**src/inc/aps_pkg.sv**
```systemverilog
// Purpose: shared constants and types of the converter power-mode sequencer
// Assumes: one 100 MHz clock on both ends
// Notes:   timing figures kept in their own units, cycle counts derived
package aps_pkg;

	localparam int CLK_MHZ      = 100;
	localparam int PWRUP_SEQ_MS = 35;
	localparam int PWRUP_SEQ_CYC = PWRUP_SEQ_MS * 1000 * CLK_MHZ;
	localparam int WAKE_US      = 5;
	localparam int WAKE_CYC     = WAKE_US * CLK_MHZ;
	localparam int CONV_NS      = 3250;
	localparam int CONV_CYC     = (CONV_NS * CLK_MHZ) / 1000;
	localparam int HOLDOFF_US   = 300;
	localparam int HOLDOFF_CYC  = HOLDOFF_US * CLK_MHZ;
	localparam int CNT_W        = 22;

	// power-mode bit codes
	localparam logic [1:0] PMB_PIN          = 2'h0;
	localparam logic [1:0] PMB_FULL_BETWEEN = 2'h1;
	localparam logic [1:0] PMB_OFF          = 2'h2;
	localparam logic [1:0] PMB_PART_BETWEEN = 2'h3;
	localparam logic [1:0] PMB_RESET        = 2'h0;

	// host register map, byte addresses
	localparam logic [7:0] REG_CTRL   = 8'h00;
	localparam logic [7:0] REG_CMD    = 8'h04;
	localparam logic [7:0] REG_STATUS = 8'h08;
	localparam int CTRL_PM_LO     = 0;
	localparam int CTRL_SLEEP     = 2;
	localparam int CMD_PIN_CONV   = 0;
	localparam int CMD_SW_CONV    = 1;
	localparam int CMD_SELF_CAL   = 2;
	localparam int STAT_BUSY      = 0;
	localparam int STAT_CAL       = 1;
	localparam int STAT_HOLDOFF   = 2;
	localparam int STAT_PULSE     = 3;
	localparam int STAT_CALPEND   = 4;
	localparam logic [2:0] CTRL_RESET = 3'h4;

	typedef enum logic [1:0] {
		MODE_ON           = 2'b00,
		MODE_OFF          = 2'b01,
		MODE_FULL_BETWEEN = 2'b10,
		MODE_PART_BETWEEN = 2'b11
	} aps_mode_type;

	function automatic aps_mode_type aps_decode_mode(input logic [1:0] pm, input logic sleepN);
		aps_mode_type m;
		m = MODE_ON;
		unique case (pm)
			PMB_PIN:          m = sleepN ? MODE_ON : MODE_FULL_BETWEEN;
			PMB_FULL_BETWEEN: m = MODE_FULL_BETWEEN;
			PMB_OFF:          m = MODE_OFF;
			PMB_PART_BETWEEN: m = MODE_PART_BETWEEN;
		endcase
		return m;
	endfunction : aps_decode_mode

endpackage : aps_pkg

```
**src/inc/aps_link_if.sv**
```systemverilog
// Purpose: pins and control-register port between host and converter
// Assumes: both ends on clk_sys
// Notes:   no two-way pins
`timescale 1ns/100ps
interface aps_link_if;
	logic       convertStart;
	logic       sleepN;
	logic       ctrlWrite;
	logic [1:0] ctrlPowerMode;
	logic       ctrlStartConv;
	logic       ctrlStartCal;
	logic       busy;
	logic       calActive;

	modport dev (
		input  convertStart, sleepN, ctrlWrite, ctrlPowerMode, ctrlStartConv, ctrlStartCal,
		output busy, calActive
	);
	modport host (
		output convertStart, sleepN, ctrlWrite, ctrlPowerMode, ctrlStartConv, ctrlStartCal,
		input  busy, calActive
	);
endinterface : aps_link_if

```
**src/logic/aps_device.sv**
```systemverilog
// Purpose: converter-side power-mode sequencer
// Assumes: convert start and sleep are pins (synchronised); control writes
//          arrive as a same-clock strobe
// Notes:   analog power switches are modelled by coreOn and refOn
//
// Overview of operation
// RULE1: mode from power bits plus sleep pin
// RULE2: full off kills all; partial keeps reference
// RULE3: power bits reset to zero
// RULE4: decode table; sleep ignored unless bits 00
// RULE5: software-only host holds sleep high
// RULE6: host holds sleep low below 100 kSPS
// RULE7: first convert start: time-out then calibration
// RULE8: sleep ignored during power-up sequence
// RULE9: early control write cancels power-up sequence
// RULE10: host waits 300 us before self-calibration
// RULE11: recovery from power-down takes 5 us
// RULE12: between modes: power down when busy falls
// RULE13: convert start falling edge wakes device
// RULE14: host holds convert start low 5 us
// RULE15: software conversion powers up first
// RULE16: after power-up sequence apply decoded mode
`timescale 1ns/100ps
module aps_device
	import aps_pkg::*;
#(
	parameter int TIMEOUT_CYC = PWRUP_SEQ_CYC / 2,
	parameter int CAL_CYC     = PWRUP_SEQ_CYC - PWRUP_SEQ_CYC / 2,
	parameter int CONV_LEN    = CONV_CYC
)(
	input  wire logic clk_sys,
	input  wire logic rst_n,
	aps_link_if.dev   link,
	output logic      coreOn,
	output logic      refOn,
	output logic      calibrating,
	output logic      converting,
	output logic      convDone
);

	////////////////////////////////////////////////////////////////////////
	typedef enum logic [2:0] {
		ST_FIRST   = 3'h0,
		ST_TIMEOUT = 3'h1,
		ST_CALIB   = 3'h2,
		ST_IDLE    = 3'h3,
		ST_WAKE    = 3'h4,
		ST_CONVERT = 3'h5,
		ST_SLEEP   = 3'h6,
		ST_OFF     = 3'h7
	} aps_dstate_type;

	typedef struct packed {
		aps_dstate_type   state;
		logic [CNT_W-1:0] cnt;
		logic [1:0]       pmode;
		logic             pend;
		logic             cvS1;
		logic             cvS2;
		logic             cvPrev;
		logic             slS1;
		logic             slS2;
		logic             busy;
		logic             calActive;
		logic             coreOn;
		logic             refOn;
		logic             convDone;
	} aps_dev_type;

	localparam aps_dev_type DEV_RESET = '{
		state: ST_FIRST, cnt: '0, pmode: PMB_RESET, pend: 1'b0,
		cvS1: 1'b1, cvS2: 1'b1, cvPrev: 1'b1, slS1: 1'b1, slS2: 1'b1,
		busy: 1'b0, calActive: 1'b0, coreOn: 1'b1, refOn: 1'b1, convDone: 1'b0
	};

	aps_dev_type r;
	aps_dev_type next_r;

	// state to settle into for a decoded mode, outside any conversion
	function automatic aps_dstate_type aps_settle(input aps_mode_type m);
		aps_dstate_type s;
		s = ST_IDLE;
		unique case (m)
			MODE_ON:           s = ST_IDLE;
			MODE_OFF:          s = ST_OFF;
			MODE_FULL_BETWEEN: s = ST_SLEEP;
			MODE_PART_BETWEEN: s = ST_SLEEP;
		endcase
		return s;
	endfunction : aps_settle

	////////////////////////////////////////////////////////////////////////
	always_comb
	begin
		aps_mode_type mode;
		aps_mode_type wrMode;
		logic cvFall;
		logic cvRise;
		logic cntDone;
		logic swConv;
		logic swCal;
		next_r = r;
		mode = aps_decode_mode(r.pmode, r.slS2);                       // [RULE1] [RULE4]
		wrMode = aps_decode_mode(link.ctrlPowerMode, r.slS2);
		cvFall = r.cvPrev & ~r.cvS2;
		cvRise = ~r.cvPrev & r.cvS2;
		cntDone = (r.cnt == '0);
		swConv = link.ctrlWrite & link.ctrlStartConv;
		swCal = link.ctrlWrite & link.ctrlStartCal;
		next_r.cvS1 = link.convertStart;
		next_r.cvS2 = r.cvS1;
		next_r.cvPrev = r.cvS2;
		next_r.slS1 = link.sleepN;
		next_r.slS2 = r.slS1;
		next_r.convDone = 1'b0;
		if (!cntDone)
			next_r.cnt = r.cnt - 1'b1;
		if (link.ctrlWrite)
			next_r.pmode = link.ctrlPowerMode;

		unique case (r.state)
			ST_FIRST:
			begin
				if (link.ctrlWrite)
					next_r.state = aps_settle(wrMode);                 // [RULE9] [RULE16]
				else if (cvFall)
				begin
					next_r.state = ST_TIMEOUT;                         // [RULE7]
					next_r.cnt = CNT_W'(TIMEOUT_CYC - 1);
				end
			end
			// sleep pin deliberately not looked at here
			ST_TIMEOUT:
			begin
				if (cntDone)
				begin
					next_r.state = ST_CALIB;                           // [RULE7] [RULE8]
					next_r.cnt = CNT_W'(CAL_CYC - 1);
				end
			end
			ST_CALIB:
			begin
				if (cntDone)
					next_r.state = aps_settle(mode);                   // [RULE16] [RULE8]
			end
			ST_IDLE:
			begin
				if (swCal)
				begin
					next_r.state = ST_CALIB;
					next_r.cnt = CNT_W'(CAL_CYC - 1);
				end
				else if (swConv || cvRise)
				begin
					next_r.state = ST_CONVERT;
					next_r.cnt = CNT_W'(CONV_LEN - 1);
				end
				else if (mode == MODE_OFF)
					next_r.state = ST_OFF;
			end
			ST_WAKE:
			begin
				if (swConv || cvRise)
					next_r.pend = 1'b1;
				if (cntDone)
				begin
					next_r.pend = 1'b0;
					if (r.pend || swConv || cvRise)
					begin
						next_r.state = ST_CONVERT;                     // [RULE15]
						next_r.cnt = CNT_W'(CONV_LEN - 1);
					end
					else
						next_r.state = ST_IDLE;                        // [RULE11] [RULE13]
				end
			end
			ST_CONVERT:
			begin
				if (cntDone)
				begin
					next_r.convDone = 1'b1;
					next_r.state = (mode == MODE_ON) ? ST_IDLE : aps_settle(mode); // [RULE12]
				end
			end
			ST_SLEEP:
			begin
				if (mode == MODE_OFF)
					next_r.state = ST_OFF;
				else if (cvFall || swConv || mode == MODE_ON)
				begin
					next_r.state = ST_WAKE;                            // [RULE13] [RULE15]
					next_r.pend = swConv;
					next_r.cnt = CNT_W'(WAKE_CYC - 1);
				end
			end
			ST_OFF:
			begin
				if (mode == MODE_ON)
				begin
					next_r.state = ST_WAKE;                            // [RULE11]
					next_r.pend = 1'b0;
					next_r.cnt = CNT_W'(WAKE_CYC - 1);
				end
				else if (mode != MODE_OFF)
					next_r.state = ST_SLEEP;
			end
		endcase

		// power switches follow the next state so outputs stay registered
		next_r.coreOn = (next_r.state != ST_SLEEP) && (next_r.state != ST_OFF);   // [RULE2]
		next_r.refOn = next_r.coreOn ||
			(next_r.state == ST_SLEEP && mode == MODE_PART_BETWEEN);             // [RULE2]
		next_r.busy = (next_r.state == ST_CONVERT);
		next_r.calActive = (next_r.state == ST_TIMEOUT) || (next_r.state == ST_CALIB);
	end

	always_ff @(posedge clk_sys or negedge rst_n)
	begin
		if (!rst_n)
			r <= DEV_RESET;                                            // [RULE3]
		else
			r <= next_r;
	end

	////////////////////////////////////////////////////////////////////////
	assign link.busy      = r.busy;
	assign link.calActive = r.calActive;
	assign coreOn         = r.coreOn;
	assign refOn          = r.refOn;
	assign calibrating    = r.calActive;
	assign converting     = r.busy;
	assign convDone       = r.convDone;

endmodule : aps_device

```
**src/flat_wrapper.sv**
```systemverilog
// flat-port wrapper written by rule: the top's interface ports become plain ports
module aps_device_flat import aps_pkg::*;
#(
	parameter int TIMEOUT_CYC = PWRUP_SEQ_CYC / 2,
	parameter int CAL_CYC     = PWRUP_SEQ_CYC - PWRUP_SEQ_CYC / 2,
	parameter int CONV_LEN    = CONV_CYC
)
  (clk_sys, rst_n, coreOn, refOn, calibrating, converting, convDone, link_convertStart, link_sleepN, link_ctrlWrite, link_ctrlPowerMode, link_ctrlStartConv, link_ctrlStartCal, link_busy, link_calActive);
  aps_link_if link_i ();
  input  wire logic clk_sys;
  input  wire logic rst_n;
  output logic coreOn;
  output logic refOn;
  output logic calibrating;
  output logic converting;
  output logic convDone;
  input wire logic [$bits(link_i.convertStart)-1:0] link_convertStart;
  input wire logic [$bits(link_i.sleepN)-1:0] link_sleepN;
  input wire logic [$bits(link_i.ctrlWrite)-1:0] link_ctrlWrite;
  input wire logic [$bits(link_i.ctrlPowerMode)-1:0] link_ctrlPowerMode;
  input wire logic [$bits(link_i.ctrlStartConv)-1:0] link_ctrlStartConv;
  input wire logic [$bits(link_i.ctrlStartCal)-1:0] link_ctrlStartCal;
  output wire logic [$bits(link_i.busy)-1:0] link_busy;
  output wire logic [$bits(link_i.calActive)-1:0] link_calActive;
  assign link_i.convertStart = link_convertStart;
  assign link_i.sleepN = link_sleepN;
  assign link_i.ctrlWrite = link_ctrlWrite;
  assign link_i.ctrlPowerMode = link_ctrlPowerMode;
  assign link_i.ctrlStartConv = link_ctrlStartConv;
  assign link_i.ctrlStartCal = link_ctrlStartCal;
  assign link_busy = link_i.busy;
  assign link_calActive = link_i.calActive;
  aps_device #(.TIMEOUT_CYC(TIMEOUT_CYC), .CAL_CYC(CAL_CYC), .CONV_LEN(CONV_LEN)) u_core (.clk_sys(clk_sys), .rst_n(rst_n), .link(link_i), .coreOn(coreOn), .refOn(refOn), .calibrating(calibrating), .converting(converting), .convDone(convDone));
endmodule
```
**config.mk**
```make
export PLATFORM = sky130hd
export DESIGN_NAME = aps_device_flat
export DESIGN_NICKNAME = d
export VERILOG_FILES = /design/src/inc/aps_pkg.sv /design/src/inc/aps_link_if.sv /design/src/logic/aps_device.sv /design/src/flat_wrapper.sv
export SDC_FILE = /design/constraint.sdc
export NUM_CORES = 1
export LEC_CHECK = 0
export BUFFER_PORTS_ARGS = -buffer_cell sky130_fd_sc_hd__clkbuf_2
export CELL_PAD_IN_SITES_DETAIL_PLACEMENT = 0
export CELL_PAD_IN_SITES_GLOBAL_PLACEMENT = 2
export CORE_MARGIN = 4
export CORE_UTILIZATION = 30
export DETAILED_ROUTE_END_ITERATION = 6
export PLACE_DENSITY_LB_ADDON = 0.1
export SLEW_MARGIN = 20
export SYNTH_ARGS = -nofsm -noshare
export SYNTH_HDL_FRONTEND = slang
export SYNTH_SLANG_ARGS = --single-unit
```
**constraint.sdc**
```tcl
create_clock -name clk_sys -period 5.05 [get_ports clk_sys]
set_clock_uncertainty 0.05 [all_clocks]
set_input_delay 0.7575 -clock clk_sys [delete_from_list [all_inputs] [get_ports clk_sys]]
set_output_delay 0.7575 -clock clk_sys [all_outputs]
set_load 0.02 [all_outputs]
```
# Yosys cells after proc, flatten, opt, wreduce, memory -nomap -nowiden
# Cells that the tools add are included.
classes:
  n_bitwise: 6
  reduce_logical: 19
  muxes: 37
  addsub: 1
  eq_ne: 30
ops:
  columns: ["cell", "count"]
  rows:
  - ["22-bit two-way mux", 6]
  - ["22-bit case mux with 6 select lines", 1]
  - ["25-bit two-way mux", 5]
  - ["3-bit two-way mux", 10]
  - ["3-bit case mux with 8 select lines", 1]
  - ["22-bit zero test", 1]
  - ["22-bit by 1-bit subtractor with 22-bit output, second input constant", 1]
  - ["3-bit == test, second input constant", 6]
  - ["3-bit case mux with 3 select lines", 2]
  - ["2-bit == test, second input constant", 8]
  - ["2-bit case mux with 4 select lines", 2]
  - ["3-bit by 2-bit == test with 1-bit output, second input constant", 3]
  - ["2-bit by 1-bit == test with 1-bit output, second input constant", 4]
  - ["2-bit zero test", 4]
  - ["1-bit logical OR", 7]
  - ["1-bit two-way mux", 7]
  - ["3-bit by 1-bit == test with 1-bit output, second input constant", 2]
  - ["2-bit by 1-bit != test with 1-bit output, second input constant", 3]
  - ["3-bit != test, second input constant", 2]
  - ["3-bit case mux with 2 select lines", 1]
  - ["5-bit AND reduction", 1]
  - ["1-bit AND", 4]
  - ["2-bit OR reduction", 2]
  - ["3-bit zero test", 1]
  - ["other kinds (7)", 9]
word_totals:
  reg_bits: 38
  word_cells: 107
  in_bits: 9
  output_inout_bits: 7

# Depth between registers and ports, before layout
depth:
  ltp_word: 11
  depth_mapped: 12
  depth_no_buf: 11

# Worst setup path after synthesis
# No wires, ideal clock.
synth_timing:
  path_type: "input-to-reg"
  from: "input link_ctrlWrite"
  to: "register u_core.r[15] (netlist bit)"
  setup_ns: 0.120
  path_stages: 8
  n_path_buf: 2
  slack_ns: 2.693
  arrival_time_ns: 2.188
  t_required_ns: 4.880
  cell_sequence: "buf_2 -> and2_0 -> clkbuf_1 -> nor2_1 -> nand2_1 -> o32ai_1 -> o221ai_1 -> and3_1"
synth_lines:
  columns: ["element", "line_no", "text"]
  rows:
  - ["start: declaration", "flat_wrapper.sv:19", "input wire logic [$bits(link_i.ctrlWrite)-1:0] link_ctrlWrite;"]
  - ["end signal: assignment", "aps_device.sv:222", "r <= next_r;"]
  - ["end: declaration", "aps_device.sv:76", "aps_dev_type r;"]

==> results by group <==
Clock tree
  – Clk sinks: 38
  – CTS tree: yes
  – Post-CTS sizing: 0
  – Worst skew pair latency: 300 ps
  – Total CTS buffers: 5
  – Clock Path Buffers: 2
  – H-tree levels: 2
  – CTS Root Cell: clkbuf_8
  – Setup Fix Bufs, Post-CTS: 0
  – Reg clk slew, reported paths: 70 ps
  – Hold_buf cts: 0

Drt
  – First-pass DRT Iterations: 4
  – Vias after detailed routing: roughly 2.2k
  – Wirelength per Cell: about 18 um
  – Starting DRT DRC Count: 182
  – Post-DR vias/cell: 5.43
  – Final wirelength: 7350 um
  – Post-route ant nets: 0
  – DR DRC count: 0

Pwr
  – Clock network fraction of total power: between 10% and 20%
  – P_int: approximately 800 uW
  – Sw Ratio: approximately half
  – P per Cell Area: about 600 nW/um2
  – Flop pwr share: 33.0%
  – P_sw: 825 uW
  – VDD IR max: around 0.15 mV
  – Total power: between 1.5 and 2 mW
  – Leak pwr: roughly 1.1 nW
  – Comb pwr share: 54.5%

Timing
  – RSZ-0062 raised after global routing: false
  – Fin. Hold Viols: 0
  – Max Transition Viols Final: 0
  – Final setup fails: 0
  – Max frequency: 368 MHz
  – Final setup TNS: 0 ps
  – Tcrit/Tclk final: 53.7%
  – Worst Tran Pin Value: 891 ps
  – Slew HR: around 41%
  – Minimum clock period after layout: about 2700 ps

Finish
  – Antenna diode count: 0
  – Layout cell share with drive strength beyond 1: 17.2%
  – Area grow syn2layout: 8.65%
  – Fin nets: between 300 and 400
  – Design area: about 2800 um2

Die
  – Starting Density: a little under a third
  – Die width: between 100 and 150 um
  – FP Rows: 33
  – Core ar.: approximately 8200 um2
  – IO Pins: 16
  – Die H: approximately 100 um
  – Die Area: ~10000 um2

Critical path
  – Critical path peak fanout: 11
  – WS Path Type: reg -> reg
  – Worst Setup Start Kind: register
  – CP Data Required Time: 5160 ps
  – Worst setup EP type: register
  – CP arrival: 2830 ps

Run
  – Max-Cap Viols: 0

Logic synthesis
  – Synth top cells by count: dfrtp_1 (31), nor2_1 (30), o21ai_0 (28)
  – Ys Warns: 0
  – Synth Net Count: 305
  – Netlist cell types: between 60 and 70
  – Multiplexer area fraction after synthesis: between 1 and 1.5%
  – Post-synthesis simple-gate area fraction: about 28%
  – Post-synthesis adder-cell area fraction: under 10%
  – Largest family of logic cells by synthesized area: simple AND/OR/NAND/NOR gates
  – Cell taking the most area after synthesis: dfrtp_1
  – Post-synth top flop: dfrtp_1
  – Synth Cell Area: approximately 2500 um2
  – Top-count cell post-synth: dfrtp_1
  – Post-synth EDFFs: 0
  – Ys async rst share: 100%
  – Top cell type's share of synthesized area: between 30% and 40%
  – Seq/Total Area, Yosys: 37.7%
  – Synth Area in Compound Gates: between 20% and 30%
  – Largest cells by area after synthesis: dfrtp_1 (30%), dfstp_2 (7.2%), o21ai_0 (5.5%), xnor2_1 (4.5%), nor2_1 (4.4%)
  – Syn_area_per_cell: around 8.7 um2
  – Synth Area in XOR/XNOR: under 10%
  – Mapped Cells: between 200 and 300
  – Seq cells post-synth: 38

GRT
  – Total track usage: 15.8%
  – Pin count of the biggest net entering global routing: 39
  – Initial antenna violation count: 0
  – Vias in the first global route: 2214
  – Aggregate global routing overflow: 0
  – First-pass GRT wire length: 12300 um

Outcome
  – Status: completed

Placed design
  – HPWL Detailed: roughly 5400 um
  – # port buffers: 15
  – Final GP Congestion: roughly 0.84
  – Area after DPL: between 2000 and 3000 um2

Hold path
  – Hold Crit Class: reg -> reg
## cell type report
type                       instances  area, um2
clock buffer                       8       80.1
fill                             888       5450
inverter                           8       30.0
multi-input combinational        232       1480
sequential                        38        960
tap                              105        131
timing repair buffer              17       90.1
## kinds of logic (layout without fill, tap and decap cells)
kind of cell / Yosys count / count (layout)
fa+ha+maj: 3 / 3
mux: 3 / 3
flops: 38 / 38
xor+xnor: 20 / 20
compound gates: 79 / 79
simple gates: 127 / 127
buf+inv: 23 / 33
## power by group through the flow
| stage | registers [mW] | clock network (mW) | logic (mW) |
|---|---|---|---|
| 2_1_floorplan | 0.484 | 0 | 0.703 |
| 6_report | 0.544 | 0.206 | 0.899 |
| 3_3_place_gp | 0.553 | 0 | 0.917 |
| 3_5_place_dp | 0.547 | 0 | 0.892 |
| 4_1_cts | 0.542 | 0.211 | 0.900 |
| 5_1_grt | 0.563 | 0.222 | 1.01 |
## cells in the final DEF, fill, tap and decap left out, drive strengths merged, types with 3 or more instances in the layout
cell	instances
o211ai	9
nand4	4
dfrtp	31
nand2	22
nor2b	3
nand2b	3
buf	3
nor2	31
mux2	3
o22a	3
and3	3
nor4	9
nor4b	3
and2	6
nor3b	3
ha	3
inv	7
dfstp	7
o31ai	5
clkbuf	22
a21oi	16
or3	5
or2	3
xor2	7
o21ai	29
nor3	17
nand3	13
xnor2	13
## sequential cells by signal, indices dropped and copies added, names as in the netlist
name                count
u_core.convDone         1
u_core.coreOn           1
u_core.refOn            1
u_core.calibrating      1
u_core.next_r           3
u_core.r               30
u_core.converting       1
## final timing paths
kind                             startpoint            to  slack [ps]  cells past startpoint
setup / recovery               u_core.r[28]  u_core.r[28]        2340                      6
hold / removal             u_core.next_r[5]   u_core.r[5]         310                      0
setup reg to reg               u_core.r[28]  u_core.r[28]        2340                      6
hold reg to reg            u_core.next_r[5]   u_core.r[5]         310                      0
max in group asynchronous             rst_n  u_core.r[15]        3860                      1
min in group asynchronous             rst_n  u_core.r[35]         540                      1
## metal layers
metal	GRT usage [%]	wire, um
met4	4.35	98
met5	0	0
met3	2.71	382
met2	21.8	3010
met1	25.0	3850
## stage by stage
| step | hold slack (ps) | utilization, % | std cells | worst slack [ps] |
|---|---|---|---|---|
| 6_report | 309 | 33.7 | 408 | 2340 |
| 2_1_floorplan | 295 | - | 293 | 2690 |
| 3_3_place_gp | 296 | 32.7 | 400 | 2020 |
| 4_1_cts | 310 | 33.7 | 408 | 2330 |
| 5_1_grt | 315 | 33.7 | 408 | 1960 |
| 3_5_place_dp | 300 | 32.7 | 400 | 2140 |
## critical path: stages (launching register included)
cell      delay, ps
dfrtp_1         440
nor4_2          380
nand3_1         400
nor3_1          460
o211ai_1        210
nor3_2          480
o21ai_0         160
(Power assumes the default switching activity.)
